[src/include/dsc_decode_pkg.sv]
// Behaviour
// - two program words joined form one 48-bit instruction with all operands
// - second word has upper eight bits zero; fetched alone it runs as no-op
// - plain instruction takes one cycle; taken test or PC change adds no-op cycle
// - branches other than untaken conditional ones, indirect jumps, table ops and returns take two or three cycles
// - taken skip costs two cycles, three when skipped instruction is double-word
// - double-word data moves take two cycles
// - every two-word instruction executes in exactly two cycles
// - byte, word, double-word sizes, word by default; shadow register option
// - dsp instructions select accumulator A or B
// - accumulator write-back goes to W13 or to [W13] with post-increment two
// - bit position field is four bits, positions 0 to 15
// - file register address covers 0 to 0x1FFF
// - 23-bit program address literal must have bit zero clear
// - signed literals sign-extended: ten-bit and sixteen-bit ranges
// - base register field selects any of sixteen working registers
// - dsp destination: direct, indirect, post/pre-modified, base offset forms
// - square operands only W4 to W7 each times itself
// - carry, digit carry, negative, overflow and sticky zero flags kept
// - overflow and saturation flags kept per accumulator
// - single word is 24 bits with an 8-bit opcode field
// - file register result goes to file register or default W0
package dsc_decode_pkg;
	// ==========================================
	// widths
	localparam int WORD_W = 24;
	localparam int DATA_W = 16;
	localparam int OPC_LSB = 16;
	// ==========================================
	// opcode classes
	localparam logic [7:0] OPC_NOP = 8'h00;
	localparam logic [7:0] OPC_IND_JUMP = 8'h01;
	localparam logic [7:0] OPC_CALL_DW = 8'h02;
	localparam logic [7:0] OPC_GOTO_DW = 8'h04;
	localparam logic [7:0] OPC_RETURN = 8'h06;
	localparam logic [7:0] OPC_INT_RETURN = 8'h07;
	localparam logic [7:0] OPC_LOOP_DW = 8'h08;
	localparam logic [7:0] OPC_CBRANCH = 8'h30;
	localparam logic [7:0] OPC_BRANCH = 8'h37;
	localparam logic [7:0] OPC_SKIP = 8'haf;
	localparam logic [7:0] OPC_TBL_RD = 8'hba;
	localparam logic [7:0] OPC_TBL_WR = 8'hbb;
	localparam logic [7:0] OPC_MOV_DW = 8'hbe;
	// ==========================================
	// field positions inside a word
	localparam int ACC_BIT = 15;
	localparam int SIZE_LSB = 14;
	localparam int SHADOW_BIT = 13;
	localparam int DEST_SEL_BIT = 13;
	localparam int BITPOS_LSB = 12;
	localparam int BASE_LSB = 7;
	localparam int DMODE_LSB = 4;
	localparam int S10_LSB = 4;
	localparam int S16_LSB = 4;
	localparam int COND_LSB = 0;
	localparam int AWB_LSB = 0;
	localparam int SQ_LSB = 0;
	localparam int PHI_LSB = 0;
	localparam int FADDR_W = 13;
	// ==========================================
	// field codes
	localparam logic [1:0] SZ_WORD = 2'h0;
	localparam logic [1:0] SZ_BYTE = 2'h1;
	localparam logic [1:0] SZ_DOUBLE = 2'h2;
	localparam logic [1:0] AWB_DIRECT = 2'h0;
	localparam logic [1:0] AWB_POSTINC = 2'h1;
	localparam logic [1:0] AWB_NONE = 2'h2;
	localparam logic [3:0] AWB_REG = 4'hd;
	localparam logic [2:0] AWB_INC = 3'h2;
	localparam logic [3:0] SQ_BASE = 4'h4;
	localparam logic [3:0] DEFAULT_WORK_REGISTER_IDX = 4'h0;
	localparam logic [2:0] DM_BAD = 3'h7;
	// ==========================================
	// cycle counts
	localparam logic [1:0] EXTRA_ONE = 2'h1;
	localparam logic [1:0] EXTRA_TWO = 2'h2;
	localparam logic [2:0] DW_CYCLES = 3'h2;
	localparam logic [2:0] SKIP_SW_CYCLES = 3'h2;
	localparam logic [2:0] SKIP_DW_CYCLES = 3'h3;
	// ==========================================
	// register map and reset values
	localparam logic [2:0] REG_CTRL = 3'h0;
	localparam logic [2:0] REG_MCU = 3'h1;
	localparam logic [2:0] REG_DSP = 3'h2;
	localparam logic [2:0] REG_DEC = 3'h3;
	localparam logic [2:0] REG_CNT = 3'h4;
	localparam logic RUN_RST = 1'b1;
	localparam logic [4:0] MCU_RST = 5'h00;
	localparam logic [3:0] DSP_RST = 4'h0;
	typedef enum logic [2:0] {
		S_RUN = 3'h0,
		S_SECOND = 3'h1,
		S_EXTRA = 3'h2,
		S_SKIP = 3'h3,
		S_SKIP2 = 3'h4
	} phase_t;
endpackage : dsc_decode_pkg

[src/design/dsc_instruction_timing_decode.sv]
// Chosen here: the register addresses and the strobed register port.
`timescale 1ns/1ns
module dsc_instruction_timing_decode
	import dsc_decode_pkg::*;
(
	// clock and reset
	input wire logic ref_clk,
	input wire logic rstn,
	// program memory words
	input wire logic [23:0] word_data,
	input wire logic word_valid,
	output logic word_ready,
	// result flags from execution
	input wire logic flag_upd,
	input wire logic [4:0] flag_res,
	input wire logic dsp_upd,
	input wire logic [3:0] dsp_res,
	// register port
	input wire logic [2:0] reg_addr,
	input wire logic [15:0] reg_wdata,
	input wire logic reg_wr,
	input wire logic reg_rd,
	output logic [15:0] reg_rdata,
	// issue
	output logic exec_valid,
	output logic exec_nop,
	output logic exec_double,
	output logic [7:0] exec_opcode,
	// decoded operands
	output logic [1:0] size_mode,
	output logic shadow_sel,
	output logic acc_sel,
	output logic [1:0] awb_mode,
	output logic [3:0] awb_reg,
	output logic [3:0] bit_position_field,
	output logic [12:0] file_addr,
	output logic dest_is_default_work_register,
	output logic [22:0] program_address_literal,
	output logic prog_addr_ok,
	output logic [15:0] signed_ten_literal,
	output logic [15:0] signed_sixteen_literal,
	output logic [3:0] base_work_register,
	output logic [2:0] dest_mode,
	output logic [3:0] square_reg,
	// status flags
	output logic [4:0] mcu_flags,
	output logic [3:0] dsp_flags
);

	// ==========================================
	// state
	typedef struct packed {
		phase_t st;
		logic [23:0] w1;
		logic [1:0] extra;
		logic [2:0] cyc;
		logic skipped;
		logic skip_dw;
		logic ready;
		logic run;
		logic done;
		logic xv;
		logic xn;
		logic xd;
		logic [7:0] opcode;
		logic [1:0] size;
		logic shadow;
		logic acc;
		logic [1:0] accumulator_writeback_target;
		logic [3:0] bitpos;
		logic [12:0] faddr;
		logic dwreg;
		logic [22:0] paddr;
		logic pok;
		logic [15:0] s10;
		logic [15:0] s16;
		logic [3:0] base;
		logic [2:0] dmode;
		logic [3:0] sq;
		logic [4:0] mcu;
		logic [3:0] dsp;
		logic [2:0] err;
		logic [2:0] last_cyc;
		logic [15:0] icount;
		logic [15:0] rdata;
	} core_t;

	core_t q;
	core_t n;

	// ==========================================
	// helpers
	function automatic logic is_double(input logic [7:0] op);
		is_double = (op == OPC_CALL_DW) || (op == OPC_GOTO_DW) || (op == OPC_LOOP_DW);
	endfunction : is_double

	// no-op cycles that follow the issue cycle
	function automatic logic [1:0] extra_of(input logic [7:0] op, input logic taken);
		unique case (op)
			OPC_BRANCH, OPC_IND_JUMP, OPC_TBL_RD, OPC_TBL_WR: extra_of = EXTRA_ONE;
			OPC_RETURN, OPC_INT_RETURN: extra_of = EXTRA_TWO;
			OPC_MOV_DW: extra_of = EXTRA_ONE;
			OPC_CBRANCH: extra_of = taken ? EXTRA_ONE : 2'h0;
			default: extra_of = 2'h0;
		endcase
	endfunction : extra_of

	// testable flags; index 15 means always
	function automatic logic [15:0] cond_vec(input core_t c);
		cond_vec = {1'b1, 6'h00, c.dsp, c.mcu};
	endfunction : cond_vec

	// operand fields of one word; overlapping views, datapath picks per class
	function automatic core_t fill_fields(input core_t c, input logic [23:0] w);
		core_t r;
		r = c;
		r.opcode = w[OPC_LSB +: 8];
		unique case (w[SIZE_LSB +: 2])
			SZ_BYTE: r.size = SZ_BYTE;
			SZ_DOUBLE: r.size = SZ_DOUBLE;
			default: r.size = SZ_WORD;
		endcase
		r.shadow = w[SHADOW_BIT];
		r.acc = w[ACC_BIT];
		unique case (w[AWB_LSB +: 2])
			2'h0: r.accumulator_writeback_target = AWB_DIRECT;
			2'h1: r.accumulator_writeback_target = AWB_POSTINC;
			default: r.accumulator_writeback_target = AWB_NONE;
		endcase
		r.bitpos = w[BITPOS_LSB +: 4];
		r.faddr = w[0 +: FADDR_W];
		r.dwreg = !w[DEST_SEL_BIT];
		r.s10 = {{6{w[S10_LSB + 9]}}, w[S10_LSB +: 10]};
		r.s16 = w[S16_LSB +: 16];
		r.base = w[BASE_LSB +: 4];
		r.dmode = w[DMODE_LSB +: 3];
		r.sq = SQ_BASE + {2'b00, w[SQ_LSB +: 2]};
		fill_fields = r;
	endfunction : fill_fields

	// ==========================================
	// next state
	always_comb
	begin
		logic take;
		logic taken;
		logic [7:0] op;
		logic [15:0] cv;
		take = 1'b0;
		taken = 1'b0;
		op = 8'h00;
		cv = 16'h0000;
		n = q;
		n.xv = 1'b0;
		n.xn = 1'b0;
		n.xd = 1'b0;
		n.done = 1'b0;
		n.rdata = 16'h0000;
		take = word_valid && q.ready;
		op = word_data[OPC_LSB +: 8];
		// flag vector held in a variable so one bit can be picked from it
		cv = cond_vec(q);
		unique case (q.st)
			S_RUN:
			begin
				if (take)
				begin
					if (is_double(op))
					begin
						// hold first half until its partner arrives
						n.w1 = word_data;
						n.cyc = 3'h1;
						n.st = S_SECOND;
					end
					else
					begin
						n = fill_fields(n, word_data);
						n.xv = 1'b1;
						n.cyc = 3'h1;
						n.skipped = 1'b0;
						n.skip_dw = 1'b0;
						if (n.dmode == DM_BAD)
						begin
							n.err[2] = 1'b1;
						end
						if (op == OPC_SKIP)
						begin
							taken = cv[word_data[BITPOS_LSB +: 4]];
						end
						else
						begin
							taken = cv[word_data[COND_LSB +: 4]];
						end
						if (op == OPC_SKIP && taken)
						begin
							n.skipped = 1'b1;
							n.st = S_SKIP;
						end
						else if (extra_of(op, taken) != 2'h0)
						begin
							n.extra = extra_of(op, taken);
							n.st = S_EXTRA;
						end
						else
						begin
							// opcode zero, lone second word included, ends here
							n.done = 1'b1;
							n.last_cyc = 3'h1;
						end
					end
				end
			end
			S_SECOND:
			begin
				if (take)
				begin
					n = fill_fields(n, q.w1);
					n.paddr = {word_data[PHI_LSB +: 7], q.w1[15:0]};
					n.pok = !q.w1[0];
					if (q.w1[0])
					begin
						n.err[0] = 1'b1;
					end
					if (word_data[OPC_LSB +: 8] != OPC_NOP)
					begin
						n.err[1] = 1'b1;
					end
					n.xv = 1'b1;
					n.xd = 1'b1;
					n.skipped = 1'b0;
					n.done = 1'b1;
					n.last_cyc = DW_CYCLES;
					n.st = S_RUN;
				end
			end
			S_EXTRA:
			begin
				// filler cycle, no word is taken
				n.xn = 1'b1;
				n.cyc = q.cyc + 3'h1;
				n.extra = q.extra - 2'h1;
				if (q.extra == EXTRA_ONE)
				begin
					n.done = 1'b1;
					n.last_cyc = q.cyc + 3'h1;
					n.st = S_RUN;
				end
			end
			S_SKIP:
			begin
				if (take)
				begin
					n.xn = 1'b1;
					n.cyc = q.cyc + 3'h1;
					if (is_double(op))
					begin
						n.skip_dw = 1'b1;
						n.st = S_SKIP2;
					end
					else
					begin
						n.done = 1'b1;
						n.last_cyc = q.cyc + 3'h1;
						n.st = S_RUN;
					end
				end
			end
			S_SKIP2:
			begin
				if (take)
				begin
					n.xn = 1'b1;
					n.cyc = q.cyc + 3'h1;
					n.done = 1'b1;
					n.last_cyc = q.cyc + 3'h1;
					n.st = S_RUN;
				end
			end
			default: n.st = S_RUN;
		endcase
		if (n.done)
		begin
			n.icount = q.icount + 16'h0001;
		end
		// software writes before flag updates so a same-cycle flag update wins; a count write beats the increment
		if (reg_wr)
		begin
			unique case (reg_addr)
				REG_CTRL: n.run = reg_wdata[0];
				REG_MCU: n.mcu = reg_wdata[4:0];
				REG_DSP: n.dsp = reg_wdata[3:0];
				REG_DEC: n.err = n.err & ~(reg_wdata[2:0] & ~(n.err ^ q.err));
				REG_CNT: n.icount = reg_wdata;
				default: n.run = n.run;
			endcase
		end
		// result flags; zero only ever cleared by a nonzero result
		if (flag_upd)
		begin
			n.mcu[3:0] = flag_res[3:0];
			n.mcu[4] = n.mcu[4] & flag_res[4];
		end
		if (dsp_upd)
		begin
			n.dsp = dsp_res;
		end
		if (reg_rd)
		begin
			unique case (reg_addr)
				REG_CTRL: n.rdata = {15'h0000, q.run};
				REG_MCU: n.rdata = {11'h000, q.mcu};
				REG_DSP: n.rdata = {12'h000, q.dsp};
				REG_DEC: n.rdata = {q.opcode, 1'b0, q.last_cyc, 1'b0, q.err};
				REG_CNT: n.rdata = q.icount;
				default: n.rdata = 16'h0000;
			endcase
		end
		n.ready = n.run && (n.st != S_EXTRA);
	end

	// ==========================================
	// state register
	always_ff @(posedge ref_clk or negedge rstn)
	begin
		if (!rstn)
		begin
			q <= '0;
			q.st <= S_RUN;
			q.run <= RUN_RST;
			q.ready <= RUN_RST;
			q.mcu <= MCU_RST;
			q.dsp <= DSP_RST;
			q.size <= SZ_WORD;
			q.accumulator_writeback_target <= AWB_NONE;
		end
		else
		begin
			q <= n;
		end
	end

	// ==========================================
	// outputs
	assign word_ready = q.ready;
	assign reg_rdata = q.rdata;
	assign exec_valid = q.xv;
	assign exec_nop = q.xn;
	assign exec_double = q.xd;
	assign exec_opcode = q.opcode;
	assign size_mode = q.size;
	assign shadow_sel = q.shadow;
	assign acc_sel = q.acc;
	assign awb_mode = q.accumulator_writeback_target;
	assign awb_reg = AWB_REG;
	assign bit_position_field = q.bitpos;
	assign file_addr = q.faddr;
	assign dest_is_default_work_register = q.dwreg;
	assign program_address_literal = q.paddr;
	assign prog_addr_ok = q.pok;
	assign signed_ten_literal = q.s10;
	assign signed_sixteen_literal = q.s16;
	assign base_work_register = q.base;
	assign dest_mode = q.dmode;
	assign square_reg = q.sq;
	assign mcu_flags = q.mcu;
	assign dsp_flags = q.dsp;
endmodule : dsc_instruction_timing_decode

[config.mk]
export PLATFORM = sky130hd
export DESIGN_NAME = dsc_instruction_timing_decode
export DESIGN_NICKNAME = d
export VERILOG_FILES = /design/src/include/dsc_decode_pkg.sv /design/src/design/dsc_instruction_timing_decode.sv
export SDC_FILE = /design/constraint.sdc
export NUM_CORES = 1
export LEC_CHECK = 0
export ABC_AREA = 1
export BUFFER_PORTS_ARGS = -buffer_cell sky130_fd_sc_hd__buf_2
export CORE_ASPECT_RATIO = 1.1
export CORE_MARGIN = 4
export CORE_UTILIZATION = 49
export DETAILED_ROUTE_END_ITERATION = 7
export PLACE_DENSITY = 0.8
export SYNTH_ARGS = -nofsm -noshare
export SYNTH_HDL_FRONTEND = slang
export SYNTH_SLANG_ARGS = --single-unit
[constraint.sdc]
create_clock -name ref_clk -period 2 [get_ports ref_clk]
set_input_delay 0.2 -clock ref_clk [delete_from_list [all_inputs] [get_ports ref_clk]]
set_output_delay 0.2 -clock ref_clk [all_outputs]
set_load 0.01 [all_outputs]
Word level (Yosys, flattened, before mapping)
Cells that the tools add are included.
{ "word_totals": {"regBits": 183, "input_bits": 59, "out_inout_bits": 132, "wordCells": 183} }
{ "op_classes": {"addsub": 5, "n_lt_le_gt_ge": 2, "eq_ne": 40, "n_mux": 71, "bitwise": 8, "reduce_logical": 27} }
{ "op_table": {"columns": ["operator", "n"], "rows": [
  ["two-way mux 186 bit", 2],
  ["one-hot mux 112 bit (2 select lines)", 1],
  ["two-way mux 154 bit", 1],
  ["one-hot mux 16 bit (5 select lines)", 1],
  ["two-way mux 16 bit", 4],
  ["one-hot mux 32 bit (2 select lines)", 1],
  ["one-hot mux 24 bit (2 select lines)", 1],
  ["two-way mux 3 bit", 13],
  ["== test 8 bit, second input constant", 4],
  ["one-hot mux 3 bit (5 select lines)", 2],
  ["two-way mux 27 bit", 1],
  ["== test 8 x 3 -> 1 bit, second input constant", 3],
  ["inequality test 2 bit, second input constant", 10],
  ["two-way mux 1 bit", 19],
  ["adder 16 x 1 -> 16 bit, second input constant", 1],
  ["== test 8 x 6 -> 1 bit, second input constant", 2],
  ["one-hot mux 2 bit (2 select lines)", 4],
  ["two-way mux 2 bit", 7],
  ["== test 3 x 2 -> 1 bit, second input constant", 4],
  ["two-way mux 12 bit", 1],
  ["one-hot mux 2 bit (3 select lines)", 2],
  ["one-hot mux 3 bit (4 select lines)", 1],
  ["AND reduction 4 bit", 3],
  ["== test 2 x 1 -> 1 bit, second input constant", 5],
  ["37 further kinds", 60]
]} }

Depth between registers and ports, before layout
{ "logic_depth": {"word_depth": 27, "mapped_depth": 18, "depth_no_buf": 17} }

Worst setup path after synthesis
No wires, ideal clock.
{ "synth_timing": {"kind": "register to register", "from": "register q (netlist bit word_ready)", "to": "register q[19] (netlist bit)", "setup_time_ns": 0.113, "t_arrival_ns": 1.784, "required_ns": 1.887, "path_slack_ns": 0.103, "stages_incl_launch_ff": 15, "path_buffers": 1, "synth_period_minus_slack_ns": 1.897, "cell_sequence": "dfstp_2 -> nand2_1 -> inv_1 -> a21oi_1 -> nor3_1 -> nand3_1 -> a21oi_1 -> nand2_2 -> inv_4 -> nand2_8 -> buf_12 -> nand2_2 -> nand3_2 -> nand2_1 -> inv_1"} }
{ "synth_lines": {"columns": ["element", "line", "text"], "rows": [
  ["from (decl)", "dsc_instruction_timing_decode.sv:88", "core_t q;"],
  ["from (signal assigned)", "dsc_instruction_timing_decode.sv:338", "q <= n;"]
]} }

==> impl_results.md <==
* Hold Path Class: input pin to flop
* 1st-iter DRT viols at 546
* Synth unique cells at 50
* XOR/XNOR share of the synthesized area at 1.691%
* Pins Over Slew Limit at 0
* Worst path cell trace: buf_4 -> nand3_2 -> a21oi_1 -> nor3_2 -> nand3_2 -> a21oi_2 -> nand2_2 -> clkinv_4 -> buf_2 -> nand3_1 -> nand3_2 -> nand2_1 -> inv_1
* Peak Freq at 522.7 MHz
* Simple-Gate Fraction of Synth Area at 24.05%
* Post-synthesis mux area share at 1.305%
* Number of remaining DRC errors at 0
* Place WS at -0.01086 ns
* CTS Sinks at 138
* Vias in the first global route at 6296
* Synth top area cells: dfrtp_1 (43%), buf_4 (12%), nand2_1 (10%), inv_1 (4.7%), nand3_1 (3.7%)
* Sequential area share after synthesis at 44.51%
* Worst path arrival time at 2.28 ns
* RSZ-0062 raised after global routing: true
* Post-synth top area cell: dfrtp_1
* Post-DP HPWL at 15580 um
* Clk slew on worst S/H paths at 0.06 ns
* Buf/Inv on CP at 4
* Relative slew slack at 61.25%
* Commonest non-fill, non-tap cell in the layout: nand2_1
* Pwr dens at 1346 mW/mm^2
* Number of synthesized register bits at 138
* Status: completed
* H-tree Lvls at 4
* Die X at 128.0 um
* All-layer global routing usage at 23.20%
* WL/cell at 16.78 um
* CP Max Fanout at 6
* Post-Syn Area per Cell at 8.254 um^2
* Total power at 12.17 mW
* Final nets at 1113
* Cts bufs inserted at 17
* Routability cong. at 0.9497
* Global-route wire length before repair at 32750 um
* Post-route ant nets at 0
* Largest register FFs at 55
* CTS tree: built
* Peak supply drop at 0.7286 mV
* WL final at 21220 um
* Fin crit share at 95.66%
* Vias per Instance at 5.266
* Core Area at 0.01562 mm^2
* Largest Register: q
* Buffers on Ports at 185
* Height of the die at 140.1 um
* LEAKAGE at 4.972 nW
* Most used cell, CP: nand3_2
* Clk root buf: clkbuf_16
* Initial core utilization at 49.74%
* Clk_lat worst skew at 0.43 ns
* Largest delay share family, worst path: simple AND/OR/NAND/NOR gates
* Synth Flop Type: dfrtp_1
* Final hold violations at 0
* Cell area after placement at 0.008172 mm^2
* Cell area after synthesis at 0.007767 mm^2
* Ys async rst share at 100.0%
* Setup violators final at 0
* Final min period at 1.913 ns
* Max-Cap Viols at 0
* Synth Instances at 941
* Dpl cells at 1215
* Layout cell share with drive strength beyond 1 at 34.02%
* Pre-antenna DRT Iters at 6
* Ports at 191
* Core Rows at 48
* Number of synthesized flops with an enable pin at 0
* Fillers at 1347
* Critical Path RT at 2.36 ns
* CTS max path bufs at 2
* Cell area after layout at 0.009045 mm^2
* Largest stage delay, worst path at 0.46 ns
* CP Class: flop to flop
* Initial antenna violation count at 2
* Crit path capture type: flop
* Worst setup margin at 0.08675 ns
* Largest net degree at the start of global routing at 52
* Largest family of logic cells by synthesized area: simple AND/OR/NAND/NOR gates
* Layout Cells excl Fill at 1265
* Vias at 6661
* GR Overflow Total at 0
* Yosys top cell area share at 43.49%
* Synth Area in Compound Gates at 8.666%
* Area grow syn2layout at 16.45%
* Die ar. at 0.01793 mm^2
* Synth warn at 0
* Crit path max-delay cell type: dfrtp_2
* Worst-Margin Slew at 0.5806 ns
* Synth Area in Adders at 0.4832%
* CP Launch Type: flop
* Post-Route Skew at 0.01045 ns
* Most frequent cells in the layout: nand2_1 (214), buf_2 (185), dfrtp_1 (132)
[power breakdown]
group | switching [mW] | internal (mW)
Clock | 1.20 | 2.15
Combinational | 2.66 | 1.85
Sequential | 0.761 | 3.55
[cells in the mapped netlist (11+ instances only)]
cell type,instances
or2_2,13
inv_1,98
clkbuf_1,13
nor3_1,13
buf_4,127
nand2_2,20
a21oi_1,26
o21ai_0,29
dfrtp_1,135
nor2_1,59
o211ai_1,11
nand2_1,216
nand3_1,58
[path summary, 6_finish.rpt]
kind / startpoint / end / cells past startpoint / slack (ns)
max: q[183]$_DFF_PN0_ / q[31]$_DFF_PN0_ / 13 / 0.09
min: word_data[9] / file_addr[9]$_DFFE_PN0P_ / 3 / 0.01
max reg2reg: q[183]$_DFF_PN0_ / q[31]$_DFF_PN0_ / 13 / 0.09
min reg2reg: program_address_literal[10]$_DFFE_PN0P_ / program_address_literal[10]$_DFFE_PN0P_ / 2 / 0.46
max in group asynchronous: rstn / word_ready$_DFF_PN1_ / 3 / 0.99
min in group asynchronous: rstn / program_address_literal[7]$_DFFE_PN0P_ / 2 / 0.29
[layer usage]
metal  track usage (%)  routed length (um)  vias to the layer above
li1                  -                   -                     3109
met1             29.32                8371                     3157
met2             37.45               10280                      328
met3             5.454                1624                       65
met4             11.12                 942                        2
met5                 0                   7                        -
[worst reg2reg max path, delay by kind of cell, from the launching register on]
family / cells / cell delay [ns]
flops: 1 / 0.46
buf+inv: 4 / 0.45
simple gates: 7 / 0.69
compound gates: 2 / 0.22
[cell families (layout without fill, tap and decap cells)]
logic type	after synthesis	count (layout)
simple gates	409	411
buf+inv	257	375
flops	138	138
compound gates	108	108
xor+xnor	15	15
mux	9	9
fa+ha+maj	3	3
other cells	2	6
[layout make-up]
cell class	count	area [um^2]	area share, %
inverters	107	406.6	4.496
well taps	200	250.2	2.767
clock buffers	21	460.4	5.091
diodes	1	2.502	0.02767
clock inverters	11	167.7	1.854
flip-flops and latches	138	3461	38.26
repair buffers	235	1351	14.94
repair inverters	1	6.256	0.06917
multi-input cells	551	2939	32.49
[timing repair]
action,in CTS,in global routing
pin swaps,0,11
setup buffers,0,11
hold buffers,2,0
resized for setup,2,28
hold endpoints to repair,48,0
cloned,0,4
endpoints found under the setup margin,12,18
[per-stage QoR]
stage,hold WS [ns],utilization [%],setup TNS [ns]
after floorplan,-0.09559,-,0
after global placement,0.1818,52.33,-0.02654
after detailed placement,0.1930,52.33,-0.01194
after CTS,0.0005246,56.53,0
after global routing,0.01963,57.92,-0.1545
final,0.01179,57.92,0
No activity file was read; power rests on OpenSTA's default activity.
